$ cat src/dcp_pkg.sv
/*
  constants, field layout and state type shared by the dac command port
  and its location memory. assumes a 50 mhz core clock.
*/
package dcp_pkg;
  // core clock and spike filter timing
  localparam int CLK_PERIOD_NS = 20;
  localparam int HS_SPIKE_NS = 10;
  localparam int FS_SPIKE_NS = 50;
  localparam int HS_FILT_CYC = (HS_SPIKE_NS + CLK_PERIOD_NS - 1) / CLK_PERIOD_NS;
  localparam int FS_FILT_CYC = (FS_SPIKE_NS + CLK_PERIOD_NS - 1) / CLK_PERIOD_NS;
  // bus bit rates served
  localparam int STD_RATE_KHZ = 100;
  localparam int FAST_RATE_KHZ = 400;
  localparam int HS_RATE_KHZ = 3400;
  // memory and word layout
  localparam int ADDR_W = 5;
  localparam int WORD_W = 16;
  localparam int NUM_LOC = 32;
  localparam logic [4:0] PTR_RESET = 5'h00;
  localparam logic [4:0] VOL_LAST = 5'h0b;
  localparam logic [4:0] NV_FIRST = 5'h10;
  // command byte fields
  localparam int CMD_ADDR_LSB = 3;
  localparam int CMD_CODE_LSB = 1;
  localparam logic [1:0] CMD_WRITE = 2'h0;
  localparam logic [1:0] CMD_READ = 2'h3;
  // address byte, general call code and word reset values
  localparam logic [4:0] DEF_UPPER_ADDR = 5'h18;
  localparam logic [7:0] GC_ADDR_BYTE = 8'h00;
  localparam logic [4:0] HS_CODE_TOP = 5'h01;
  localparam logic [7:0] GC_RESET_CODE = 8'h06;
  localparam logic [7:0] GC_WAKE_CODE = 8'h0a;
  localparam logic [15:0] WORD_RESET = 16'h0000;

  typedef enum logic [2:0] {
    st_idle,
    st_addr,
    st_cmd,
    st_wdata,
    st_gc,
    st_rdata,
    st_ignore
  } dcp_state_t;
endpackage

$ cat src/dcp_mem.sv
/*
  location memory of the dac command port: one write port, one read port
  with registered read data.
  assumes writer and reader share core_clk; reset clears every entry.
*/
`timescale 1ns/100ps
module dcp_mem
  import dcp_pkg::*;
#(
  parameter int DEPTH = NUM_LOC,
  parameter int WIDTH = WORD_W,
  parameter int AW = ADDR_W
)
(
  input wire logic core_clk,
  input wire logic rst_n,
  input wire logic clk_en,
  input wire logic we,
  input wire logic [AW-1:0] waddr,
  input wire logic [WIDTH-1:0] wdata,
  input wire logic [AW-1:0] raddr,
  output logic [WIDTH-1:0] rdata
);
  logic [WIDTH-1:0] store [DEPTH];

  if (DEPTH > (1 << AW) || DEPTH < 1)
    $error("dcp_mem depth does not fit address width");

  // synchronous clear keeps reads defined before any write
  always_ff @(posedge core_clk)
  begin
    if (!rst_n)
    begin
      for (int i = 0; i < DEPTH; i++)
        store[i] <= '0;
    end
    else if (clk_en && we)
      store[waddr] <= wdata;
  end

  // registered read port
  always_ff @(posedge core_clk)
  begin
    if (!rst_n)
      rdata <= '0;
    else if (clk_en)
      rdata <= store[raddr];
  end
endmodule // dcp_mem

$ cat src/dcp_port.sv
/*
  i2c client and command decoder of a multi channel dac.
  assumes scl/sda, address pins, latch pins and the programming voltage
  sense come from pins; lock bits and nv address bits from core logic.
*/
`timescale 1ns/100ps
module dcp_port
  import dcp_pkg::*;
#(
  parameter int NCH = 8,
  parameter bit NONVOLATILE = 1'b0
)
(
  input wire logic core_clk,
  input wire logic rst_n,
  input wire logic clk_en,
  input wire logic scl_in,
  input wire logic sda_in,
  output logic sda_out,
  output logic sda_oe,
  input wire logic addr_select_pin_hi,
  input wire logic addr_select_pin_lo,
  input wire logic [4:0] upper_client_addr_bits,
  input wire logic prog_voltage_present,
  input wire logic [NUM_LOC-1:0] location_write_lock_bits,
  input wire logic [NCH-1:0] channel_output_latch_pin_n,
  output logic [NCH*WORD_W-1:0] dac_out,
  output logic hs_mode,
  output logic [ADDR_W-1:0] mem_addr_ptr,
  output logic wake_pulse,
  output logic gc_reset_pulse
);
  localparam int CH_W = (NCH > 1) ? $clog2(NCH) : 1;
  localparam logic [2:0] HS_NEED = 3'(HS_FILT_CYC);
  localparam logic [2:0] FS_NEED = 3'(FS_FILT_CYC);
  localparam int TAPS = FS_FILT_CYC + 1;

  if (NCH < 1 || NCH != (1 << CH_W) || NCH > int'(VOL_LAST) + 1)
    $error("dcp_port channel count must be a power of two within volatile space");
  if (FS_FILT_CYC > 6 || HS_FILT_CYC < 1)
    $error("dcp_port spike filter counts out of range");

  // two-flop synchronisers for every pin input
  logic scl_m, scl_s, sda_m, sda_s, pin_hi_m, pin_hi_s, pin_lo_m, pin_lo_s, hv_m, hv_s;
  logic [NCH-1:0] lat_m, lat_s;
  always_ff @(posedge core_clk)
  begin
    if (!rst_n)
    begin
      {scl_m, scl_s, sda_m, sda_s} <= 4'hf;
      {pin_hi_m, pin_hi_s, pin_lo_m, pin_lo_s, hv_m, hv_s} <= 6'h00;
      lat_m <= '1;
      lat_s <= '1;
    end
    else if (clk_en)
    begin
      {scl_m, scl_s, sda_m, sda_s} <= {scl_in, scl_m, sda_in, sda_m};
      {pin_hi_m, pin_hi_s} <= {addr_select_pin_hi, pin_hi_m};
      {pin_lo_m, pin_lo_s} <= {addr_select_pin_lo, pin_lo_m};
      {hv_m, hv_s} <= {prog_voltage_present, hv_m};
      lat_m <= channel_output_latch_pin_n;
      lat_s <= lat_m;
    end
  end

  // scl spike filter; shorter window in hs mode
  logic scl_f, scl_fq;
  logic [2:0] filt_cnt;
  logic [2:0] need_cyc;
  assign need_cyc = hs_mode ? HS_NEED : FS_NEED;
  always_ff @(posedge core_clk)
  begin
    if (!rst_n)
    begin
      scl_f <= 1'b1;
      filt_cnt <= 3'h0;
    end
    else if (clk_en)
    begin
      if (scl_s == scl_f)
        filt_cnt <= 3'h0;
      else if (filt_cnt + 3'h1 >= need_cyc)
      begin
        scl_f <= scl_s;
        filt_cnt <= 3'h0;
      end
      else
        filt_cnt <= filt_cnt + 3'h1;
    end
  end

  // sda delayed one cycle past the filtered scl, so that a data change
  // right after a falling scl edge is never mistaken for start or stop
  logic [TAPS-1:0] sda_tap;
  logic sda_d, sda_dq;
  always_ff @(posedge core_clk)
  begin
    if (!rst_n)
    begin
      sda_tap <= '1;
      scl_fq <= 1'b1;
      sda_dq <= 1'b1;
    end
    else if (clk_en)
    begin
      sda_tap <= {sda_tap[TAPS-2:0], sda_s};
      scl_fq <= scl_f;
      sda_dq <= sda_d;
    end
  end
  assign sda_d = hs_mode ? sda_tap[HS_FILT_CYC] : sda_tap[FS_FILT_CYC];

  // bus events
  logic scl_rise, scl_fall, start_ev, stop_ev;
  assign scl_rise = scl_f && !scl_fq;
  assign scl_fall = !scl_f && scl_fq;
  assign start_ev = scl_f && scl_fq && sda_dq && !sda_d;
  assign stop_ev = scl_f && scl_fq && !sda_dq && sda_d;

  dcp_state_t state, pend;
  logic [3:0] bitcnt;
  logic [7:0] shreg, rx_byte, data_hi;
  logic [15:0] tx, rd_word, mem_rdata;
  logic ack_phase, ack_go, byte_sel, host_ack, receiving, last_rx;
  logic nv_pending, nv_arm, mem_we;
  logic [ADDR_W-1:0] nv_addr, mem_waddr, cmd_addr;
  logic [15:0] nv_data, mem_wdata;
  logic [1:0] cmd_code;
  logic [6:0] client_addr;
  logic [4:0] upper_sel;
  logic [15:0] shadow [NCH];
  logic [15:0] out_reg [NCH];

  assign rx_byte = {shreg[6:0], sda_d};
  assign cmd_addr = rx_byte[CMD_ADDR_LSB +: ADDR_W];
  assign cmd_code = rx_byte[CMD_CODE_LSB +: 2];
  assign receiving = state inside {st_addr, st_cmd, st_wdata, st_gc};
  assign last_rx = receiving && scl_rise && !ack_phase && bitcnt == 4'h7;
  // pins left open are pulled low outside, reading as zero
  assign upper_sel = NONVOLATILE ? upper_client_addr_bits : DEF_UPPER_ADDR;
  assign client_addr = {upper_sel, pin_hi_s, pin_lo_s};
  assign rd_word = (mem_addr_ptr < ADDR_W'(NCH)) ? shadow[mem_addr_ptr[CH_W-1:0]] : mem_rdata;

  // byte decode, evaluated on the eighth rising scl edge
  logic dec_ack, set_hs, set_ptr, commit, gc_rst, gc_wake;
  dcp_state_t dec_next;
  always_comb
  begin
    dec_ack = 1'b0;
    dec_next = st_ignore;
    set_hs = 1'b0;
    set_ptr = 1'b0;
    commit = 1'b0;
    gc_rst = 1'b0;
    gc_wake = 1'b0;
    case (state)
      st_addr:
      begin
        // first byte after any start is the address byte
        if (rx_byte == GC_ADDR_BYTE)
        begin
          dec_ack = 1'b1;
          dec_next = st_gc;
        end
        else if (rx_byte[7:3] == HS_CODE_TOP)
        begin
          set_hs = 1'b1;
          dec_next = st_idle;
        end
        else if (rx_byte[7:1] == client_addr)
        begin
          dec_ack = 1'b1;
          dec_next = rx_byte[0] ? st_rdata : st_cmd;
        end
      end
      st_cmd:
      begin
        // bad code, hole in the map or pending nv write: nack and drop out
        if (!nv_pending && (cmd_addr <= VOL_LAST || cmd_addr >= NV_FIRST)
            && (cmd_code == CMD_WRITE || cmd_code == CMD_READ))
        begin
          dec_ack = 1'b1;
          set_ptr = 1'b1;
          dec_next = (cmd_code == CMD_WRITE) ? st_wdata : st_cmd;
        end
      end
      st_wdata:
      begin
        dec_ack = 1'b1;
        commit = byte_sel;
        // after a word the next command byte follows directly
        dec_next = byte_sel ? st_cmd : st_wdata;
      end
      st_gc:
      begin
        if (rx_byte == GC_RESET_CODE)
        begin
          dec_ack = 1'b1;
          gc_rst = 1'b1;
        end
        else if (rx_byte == GC_WAKE_CODE)
        begin
          dec_ack = 1'b1;
          gc_wake = 1'b1;
        end
      end
      default:
        dec_ack = 1'b0;
    endcase
  end

  // bit engine; sda is open drain and scl is never driven
  always_ff @(posedge core_clk)
  begin
    if (!rst_n)
    begin
      state <= st_idle;
      pend <= st_idle;
      bitcnt <= 4'h0;
      shreg <= 8'h00;
      tx <= WORD_RESET;
      {ack_phase, ack_go, byte_sel, host_ack, sda_oe} <= 5'h00;
    end
    else if (clk_en)
    begin
      if (start_ev || stop_ev)
      begin
        // abort anything in flight; a half word is simply never committed
        state <= start_ev ? st_addr : st_idle;
        bitcnt <= 4'h0;
        {ack_phase, byte_sel, sda_oe} <= 3'h0;
      end
      else if (state == st_rdata)
      begin
        if (scl_rise && !ack_phase && bitcnt < 4'h8)
          bitcnt <= bitcnt + 4'h1;
        else if (scl_rise && ack_phase)
          host_ack <= !sda_d;
        else if (scl_fall && !ack_phase)
        begin
          if (bitcnt == 4'h8)
          begin
            sda_oe <= 1'b0;
            ack_phase <= 1'b1;
          end
          else
          begin
            sda_oe <= !tx[15];
            tx <= {tx[14:0], 1'b0};
          end
        end
        else if (scl_fall && ack_phase)
        begin
          ack_phase <= 1'b0;
          bitcnt <= 4'h0;
          if (!host_ack)
          begin
            state <= st_ignore;
            sda_oe <= 1'b0;
          end
          else if (byte_sel)
          begin
            // continuous read repeats the same location
            sda_oe <= !rd_word[15];
            tx <= {rd_word[14:0], 1'b0};
            byte_sel <= 1'b0;
          end
          else
          begin
            sda_oe <= !tx[15];
            tx <= {tx[14:0], 1'b0};
            byte_sel <= 1'b1;
          end
        end
      end
      else if (receiving)
      begin
        if (scl_rise && !ack_phase && bitcnt < 4'h8)
        begin
          shreg <= rx_byte;
          bitcnt <= bitcnt + 4'h1;
          if (bitcnt == 4'h7)
          begin
            ack_go <= dec_ack;
            pend <= dec_next;
            if (state == st_wdata)
              byte_sel <= !byte_sel;
          end
        end
        else if (scl_fall && !ack_phase && bitcnt == 4'h8)
        begin
          ack_phase <= 1'b1;
          sda_oe <= ack_go;
        end
        else if (scl_fall && ack_phase)
        begin
          ack_phase <= 1'b0;
          bitcnt <= 4'h0;
          state <= pend;
          sda_oe <= (pend == st_rdata) ? !rd_word[15] : 1'b0;
          tx <= {rd_word[14:0], 1'b0};
        end
      end
    end
  end
  // open drain pad: the driven level is always low, sda_oe decides when
  always_ff @(posedge core_clk)
  begin
    if (!rst_n)
      sda_out <= 1'b0;
    else if (clk_en)
      sda_out <= 1'b0;
  end

  // pointer only moves on a taken command byte
  always_ff @(posedge core_clk)
  begin
    if (!rst_n)
      mem_addr_ptr <= PTR_RESET;
    else if (clk_en && last_rx && set_ptr)
      mem_addr_ptr <= cmd_addr;
  end

  // hs mode holds across restart, drops at stop
  always_ff @(posedge core_clk)
  begin
    if (!rst_n)
      hs_mode <= 1'b0;
    else if (clk_en && stop_ev)
      hs_mode <= 1'b0;
    else if (clk_en && last_rx && set_hs)
      hs_mode <= 1'b1;
  end

  // general call pulses
  always_ff @(posedge core_clk)
  begin
    if (!rst_n)
      {wake_pulse, gc_reset_pulse} <= 2'h0;
    else if (clk_en)
      {wake_pulse, gc_reset_pulse} <= {last_rx && gc_wake, last_rx && gc_rst};
  end

  // word commit on the final data bit edge; 8-bit parts share the frame
  logic vol_ok;
  assign vol_ok = mem_addr_ptr <= VOL_LAST && !location_write_lock_bits[mem_addr_ptr];
  always_ff @(posedge core_clk)
  begin
    if (!rst_n)
    begin
      data_hi <= 8'h00;
      {nv_pending, nv_arm, mem_we} <= 3'h0;
      nv_addr <= PTR_RESET;
      mem_waddr <= PTR_RESET;
      nv_data <= WORD_RESET;
      mem_wdata <= WORD_RESET;
    end
    else if (clk_en)
    begin
      mem_we <= 1'b0;
      if (last_rx && state == st_wdata && !byte_sel)
        data_hi <= rx_byte;
      if (last_rx && commit && vol_ok && mem_addr_ptr >= ADDR_W'(NCH))
      begin
        mem_we <= 1'b1;
        mem_waddr <= mem_addr_ptr;
        mem_wdata <= {data_hi, rx_byte};
      end
      else if (last_rx && commit && mem_addr_ptr >= NV_FIRST)
      begin
        // acked either way; without hv the location stays as it is
        nv_pending <= 1'b1;
        nv_arm <= hv_s;
        nv_addr <= mem_addr_ptr;
        nv_data <= {data_hi, rx_byte};
      end
      else if (last_rx && nv_pending)
        // any byte after the nv word spoils it, even if a stop follows later
        nv_arm <= 1'b0;
      else if (stop_ev && nv_pending)
      begin
        // nv cell is only written once the frame ends with a stop
        nv_pending <= 1'b0;
        mem_we <= nv_arm;
        mem_waddr <= nv_addr;
        mem_wdata <= nv_data;
      end
      else if (start_ev)
        nv_pending <= 1'b0;
    end
  end

  dcp_mem #(.DEPTH(NUM_LOC), .WIDTH(WORD_W), .AW(ADDR_W)) u_mem (
    .core_clk(core_clk),
    .rst_n(rst_n),
    .clk_en(clk_en),
    .we(mem_we),
    .waddr(mem_waddr),
    .wdata(mem_wdata),
    .raddr(mem_addr_ptr),
    .rdata(mem_rdata)
  );

  // per channel dac register and latched output
  for (genvar g = 0; g < NCH; g++)
  begin : g_ch
    always_ff @(posedge core_clk)
    begin
      if (!rst_n)
      begin
        shadow[g] <= WORD_RESET;
        out_reg[g] <= WORD_RESET;
      end
      else if (clk_en)
      begin
        if (last_rx && commit && vol_ok && mem_addr_ptr == ADDR_W'(g))
          shadow[g] <= {data_hi, rx_byte};
        if (!lat_s[g])
          out_reg[g] <= shadow[g];
      end
    end
    assign dac_out[g*WORD_W +: WORD_W] = out_reg[g];

  end

  // helper copy of lock bits for the lock check
  logic [NUM_LOC-1:0] lock_q;
  always_ff @(posedge core_clk)
  begin
    if (!rst_n)
      lock_q <= '0;
    else if (clk_en)
      lock_q <= location_write_lock_bits;
  end
endmodule // dcp_port

$ cat config.mk
export PLATFORM = sky130hd
export DESIGN_NAME = dcp_port
export DESIGN_NICKNAME = d
export VERILOG_FILES = /design/src/dcp_pkg.sv /design/src/dcp_mem.sv /design/src/dcp_port.sv
export SDC_FILE = /design/constraint.sdc
export NUM_CORES = 1
export LEC_CHECK = 0
export ABC_AREA = 1
export BUFFER_PORTS_ARGS = -buffer_cell sky130_fd_sc_hd__buf_2
export CORE_MARGIN = 2
export CORE_UTILIZATION = 56
export DETAILED_ROUTE_END_ITERATION = 6
export HOLD_SLACK_MARGIN = 0.15
export PLACE_DENSITY = 0.75
export SYNTH_ARGS = -nofsm -noshare
export SYNTH_HDL_FRONTEND = slang
export SYNTH_HIERARCHICAL = 1
export SYNTH_SLANG_ARGS = --single-unit
$ cat constraint.sdc
create_clock -name core_clk -period 2.8 [get_ports core_clk]
set_input_delay 0.14 -clock core_clk [delete_from_list [all_inputs] [get_ports core_clk]]
set_output_delay 0.14 -clock core_clk [all_outputs]
set_load 0.005 [all_outputs]
==> results.tsv, run 1 <==
stage	metric	value	unit
run_status	status	complete, no violations	
yosys	ys_seq_area_frac	0.636	
setup_path	crit_chain	ha_1 > nand3_1 > nor2_2 > nand4_1 > nor2_1 > nand2_1 > nor3_1 > nand2_2 > nor2_1	
setup_path	crit_start	bitcnt[0]$_SDFFE_PN0P_	
sta	slew_headroom	0.263	
yosys	async_flop_share	0	
yosys	synth_top_family_by_area	simple AND/OR/NAND/NOR gates	
yosys	synth_seq_cells	921	
setup_path	r2r_cells	9	
layout	multi_input_area	12600	um^2
sta	whs	0.244	ns
flow_run	max_cap_viol_count	0	
clock_network	numCtsBuffers	91	
floorplan	die_w	275	um
yosys	synth-simple-area-share	0.261	
yosys	synth-compound-area-share	0.0426	
floorplan	start_util	0.564	
layout	nets	4576	
placed_design	io_buffer_count	168	
layout	layout_commonest_cell	nand2_1	
pwr	total_power	29.4	mW
sta	skew	0.0234	ns
floorplan	fp.dieArea	75500	um^2
yosys	synth_edf_count	768	
layout	post-route-util	0.639	
setup_path	crit_type	flop to flop	
yosys	synthAdderAreaFrac	0.00152	
route	drt_iter0_drc	4296	
clock_network	cts_tree	done	
setup_path	critPathSlowestCell	nor3_1	
clock_network	clock_path_buffers	3	
clock_network	clkLatencyLatePin	0.65	ns
route	ant_nets	0	
floorplan	pin_count	191	
sta	worst_slew_pin_slew	1.10	ns
route	wl_per_cell	19.9	um
sta	fin_crit	2.60	ns
pwr	peakVddDrop	453	uV
setup_path	start_kind	flop	
route	drt_pass1_iterations	6	
setup_path	critPathRequiredTime	3.27	ns
layout	most-common-layout-cells	nand2_1, nor2_1, edfxtp_1	
sta	setup_viol	0	
setup_path	crit_path_end_kind	flop	
layout	drive_above_1_share	0.128	
layout	largest_reg_flops	512	
route	vias	31764	
setup_path	cpMostUsedCell	nor2_1	
placed_design	gp_congestion	0.945	
yosys	syn_area	41100	um^2
global_route	antenna_found_initial	3	
sta	fmax	384	MHz
yosys	post_synth.cell_area_avg	9.39	um^2
floorplan	dieHeight	275	um
yosys	ys.warnings.count	6	
floorplan	core	72800	um^2
global_route	grt_pass1_vias	29225	
pwr	p_leak	17.9	nW
layout	seq_area	26100	um^2
min_path	hold_class	input port to flop	
layout	syn2layout_area_growth	13.3	%
sta	hold_viol_final	0	
yosys	syn-num-nets	4433	
min_path	min_path_cells	4	
floorplan	rows	99	
setup_path	reg2reg_from	bitcnt[0]$_SDFFE_PN0P_	
yosys	synth.area.mux_share	0	
route	post-route-drc-count	0	
yosys	netlist_instances	4375	
route	vias_per_cell	5.72	
setup_path	slowest_delay	0.47	ns
route	totalWireLength	111	mm
sta	fin_crit_sh	0.930	
global_route	grt_use_total	0.289	
clock_network	cts_root_buffer	clkbuf_16	
setup_path	cp_max_fo	16	
global_route	grt_pass1_wl	166	mm
layout	n_fill_cell	5694	
sta	tns	0	ns
sta	slew_viol_final	0	
global_route	grt-ovfl-total	0	
yosys	synthXorXnorAreaFrac	0.000426	
global_route	grt_max_degree	126	
yosys	synth_ff_type	edfxtp_1	
sta	rsz0062_at_grt	no	
min_path	hp-start	channel_output_latch_pin_n[2]	
setup_path	cp.arrival	3.08	ns
clock_network	cts.htree.levels	3	
clock_network	cts.clk_slew.worst_paths	0.06	ns
yosys	ys_types	42	
pwr	p_per_area	632	nW/um^2
clock_network	cts_sinks	921	
placed_design	place_hpwl	70.1	mm
==> path summary, 6_finish.rpt <==
path                                                     to  slack (ns)
worst min register to register        lat_m[2]$_SDFFE_PN1P_        0.46
worst min-delay path                  lat_m[2]$_SDFFE_PN1P_        0.24
worst max register to register  shadow[7][12]$_SDFFCE_PN0P_        0.20
worst max-delay path            shadow[7][12]$_SDFFCE_PN0P_        0.20
==> cell families after synthesis <==
family | count (synthesis)
AND/OR/NAND/NOR | 2536
flip-flops | 921
buffers and inverters | 568
AO/OA/AOI/OAI | 342
adder cells (fa/ha/maj) | 5
XOR/XNOR | 2
other | 1
==> cell type report <==
cell class                 count  share of cell area
sequential                   921               0.561
clock inverter                58              0.0144
clock buffer                 113              0.0540
antenna                        3            0.000161
inverter                     261              0.0212
tap                          959              0.0258
timing repair buffer         357              0.0534
multi-input combinational   2886               0.270
==> synth_stat cells (25+ instances only) <==
master	count	area, um^2
dfxtp_1	153	3060
nand3_1	519	2600
inv_1	242	908
buf_2	90	450
o21ai_0	173	866
nor3_1	62	310
nand2_1	966	3630
nand2_2	39	244
nor2_1	874	3280
a21oi_1	153	766
edfxtp_1	768	23100
clkbuf_1	168	631
nand4_1	25	156
==> report_power, final <==
| part | internal, mW | switching, mW | leakage [nW] |
|---|---|---|---|
| Sequential | 15.3 | 0.185 | 9.17 |
| Clock | 7.61 | 5.28 | 1.56 |
| Combinational | 0.327 | 0.729 | 7.18 |
| Total | 23.2 | 6.19 | 17.9 |
==> per-layer routing <==
metal,vias up,GRT usage,part of all wire
li1,14790,-,-
met1,15014,0.406,0.39
met2,1757,0.462,0.47
met3,203,0.0493,0.11
met4,0,0.0936,0.028
met5,-,0,0
==> metrics by stage <==
stage	instances	setup slack, ns	cell area (um^2)
3_3_place_gp	5361	0.333	43100
6_report	5558	0.195	46600
2_1_floorplan	4375	0.0700	41100
3_5_place_dp	5361	0.225	43100
4_1_cts	5555	0.193	46500
5_1_grt	5558	0.0233	46600
==> repair_timing <==
item	in CTS	in global routing
setup endpoints to repair	0	19
hold endpoints to repair	57	0
resized for setup	0	2
buffers inserted	0	0
hold buffers	23	0
==> critical path, delay by kind of cell (launching register included) <==
family,cells,cell delay [ns]
fa+ha+maj,1,0.19
simple gates,8,1.86
flops,1,0.36
No activity file was read; power rests on OpenSTA's default activity.
==> run 2, diff against run 1 <==
--- a/config.mk
+++ b/config.mk
@@ -7,10 +7,11 @@
 export LEC_CHECK = 0
 export ABC_AREA = 1
 export BUFFER_PORTS_ARGS = -buffer_cell sky130_fd_sc_hd__buf_2
-export CORE_MARGIN = 2
+export CORE_MARGIN = 1
 export CORE_UTILIZATION = 56
 export DETAILED_ROUTE_END_ITERATION = 6
 export HOLD_SLACK_MARGIN = 0.15
+export MAX_ROUTING_LAYER = met4
 export PLACE_DENSITY = 0.75
 export SYNTH_ARGS = -nofsm -noshare
 export SYNTH_HDL_FRONTEND = slang
==> results.tsv, run 2 (synthesis gave the netlist of run 1 again) <==
stage	metric	value	unit	change
setup_path	crit_type	flop to flop		unchanged
route	wl_per_cell	20.2	um	was 19.9 um
clock_network	cts.clk_slew.worst_paths	0.06	ns	about the same
clock_network	cts_sinks	921		unchanged
global_route	grt_pass1_wl	168	mm	was 166 mm
clock_network	cts_root_buffer	clkbuf_16		unchanged
global_route	antenna_found_initial	5		was 3
route	drt_pass1_iterations	6		unchanged
clock_network	clock_path_buffers	3		unchanged
clock_network	cts.htree.levels	3		unchanged
setup_path	slowest_delay	0.37	ns	was 0.47 ns
sta	hold_viol_final	0		unchanged
placed_design	dpl_worst_slack	0.379	ns	was 0.225 ns
sta	fin_crit_sh	0.893		was 0.930
route	route.met3.wl	13.2	mm	was 12.1 mm
sta	setup_viol	0		unchanged
setup_path	crit_path_end_kind	flop		unchanged
sta	fin_crit	2.50	ns	was 2.60 ns
flow_run	max_cap_viol_count	0		unchanged
floorplan	dieHeight	273	um	was 275 um
pwr	peakVddDrop	462	uV	was 453 uV
layout	most-common-layout-cells	nand2_1, nor2_1, edfxtp_1		unchanged
sta	fmax	400	MHz	was 384 MHz
route	ant_nets	0		unchanged
pwr	p_per_area	621	nW/um^2	was 632 nW/um^2
route	totalWireLength	112	mm	was 111 mm
layout	largest_reg_flops	512		unchanged
floorplan	fp.dieArea	74400	um^2	was 75500 um^2
sta	setup_slack	0.299	ns	was 0.195 ns
global_route	grt_max_degree	141		was 126
global_route	grt_pass1_vias	29389		was 29225
floorplan	start_util	0.571		was 0.564
min_path	hold_class	input port to flop		unchanged
route	wl_met1	43.6	mm	was 42.9 mm
clock_network	postCtsSetupRepairBufs	0		unchanged
setup_path	reg2reg_from	bitcnt[0]$_SDFFE_PN0P_		unchanged
route	post-route-drc-count	0		unchanged
sta	worst_slew_pin_slew	0.935	ns	was 1.10 ns
setup_path	cpMostUsedCell	nand2_2		was nor2_1
setup_path	regToRegSetupSlack	0.30	ns	was 0.20 ns
setup_path	start_kind	flop		unchanged
clock_network	cts_tree	done		unchanged
run_status	status	complete, no violations		unchanged
min_path	hp-start	location_write_lock_bits[14]		was channel_output_latch_pin_n[2]
floorplan	core	72000	um^2	was 72800 um^2
pwr	p_leak	17.8	nW	was 17.9 nW
sta	slew_viol_final	0		unchanged
placed_design	gp_congestion	0.958		was 0.945
sta	slew_headroom	0.377		was 0.263
sta	skew	0.0356	ns	was 0.0234 ns
setup_path	cp.arrival	2.83	ns	was 3.08 ns
setup_path	crit_start	bitcnt[0]$_SDFFE_PN0P_		unchanged
clock_network	clkLatencyLatePin	0.67	ns	was 0.65 ns
clock_network	numCtsBuffers	94		was 91
layout	layout_commonest_cell	nand2_1		unchanged
setup_path	critPathSlowestCell	dfxtp_1		was nor3_1
route	top_layer_used	met4		unchanged
sta	tns	0	ns	unchanged
route	drt_iter0_drc	4135		was 4296
pwr	total_power	28.8	mW	was 29.4 mW
global_route	grt-ovfl-total	0		unchanged
global_route	grt_use_total	0.305		was 0.289
route	vias_per_cell	5.77		was 5.72
floorplan	die_w	273	um	was 275 um
route	wl_met2	51.2	mm	was 52.3 mm
layout	syn2layout_area_growth	12.9	%	was 13.3%
sta	rsz0062_at_grt	no		unchanged
clock_network	cts.repair.resized	0		unchanged
setup_path	cp_max_fo	16		unchanged
layout	drive_above_1_share	0.123		was 0.128
floorplan	pin_count	191		unchanged
placed_design	io_buffer_count	168		unchanged
clock_network	cts-hold-fix-buffers	31		was 23
placed_design	place_hpwl	70.9	mm	was 70.1 mm
setup_path	crit_chain	ha_1 > nand3_1 > nor2_2 > nand2_2 > nor2_2 > nand2_2 > nor2_8 > nand2_4 > nor3_4 > nand2_2 > nand2_1 > buf_4		was ha_1 > nand3_1 > nor2_2 > nand4_1 > nor2_1 > nand2_1 > nor3_1 > nand2_2 > nor2_1
setup_path	critPathRequiredTime	3.13	ns	was 3.27 ns
layout	nets	4573		was 4576
route	vias	31948		was 31764
floorplan	rows	98		was 99
## run 2: cell types whose count changed in the layout (fill, tap and decap cells not counted), sizes merged, moves of 3 or more
cell,before,now
buf,334,320
bufinv,13,5
clkbuf,113,119
clkinvlp,6,3
dlygate4sd3,23,31
## run 2: area by class of cell
type	count	area, um^2
Sequential cell	921	26100
Antenna cell	5	12.5
Inverter	261	987
Clock inverter	48	414
Clock buffer	119	2610
Multi-Input combinational cell	2886	12500
Timing Repair Buffer	351	2500
Fill cell	5526	25600
Tap cell	950	1190
## run 2: per-stage QoR
stage / std cells / utilization / instance area [um^2] / hold WS [ns]
final: 5541 / 0.645 / 46400 / 0.322
after floorplan: 4375 / - / 41100 / 0.266
after CTS: 5536 / 0.644 / 46400 / 0.304
after global routing: 5541 / 0.645 / 46400 / 0.396
after detailed placement: 5338 / 0.598 / 43000 / 0.354
after global placement: 5338 / 0.598 / 43000 / 0.356
## run 2: critical path: cells and delay by family, from the launching register on
kind                       cells  cell delay (ns)
buffers and inverters          1             0.26
and+or+nand+nor               10             1.30
adders and majority gates      1             0.20
DFF                            1             0.37
## run 2: where the power goes
part | leakage [nW] | internal, mW | total, mW | switching [mW]
Sequential | 9.17 | 15.3 | 15.5 | 0.178
Combinational | 7.16 | 0.328 | 1.06 | 0.732
Clock | 1.50 | 7.05 | 12.3 | 5.25
Total | 17.8 | 22.7 | 28.8 | 6.16
## run 2: worst paths after layout
kind,endpoint,cells past startpoint
max reg2reg,shadow[4][10]$_SDFFCE_PN0P_,12
min reg2reg,scl_s$_SDFFE_PN1P_,2
min,mem_waddr[2]$_SDFFE_PN0P_,13
max,shadow[4][10]$_SDFFCE_PN0P_,12
## run 2: per-layer routing
metal  GRT usage  up-vias
li1            -    14795
met1       0.422    15099
met2       0.451     1830
met3      0.0574      224
met4       0.113        0
met5           -        -
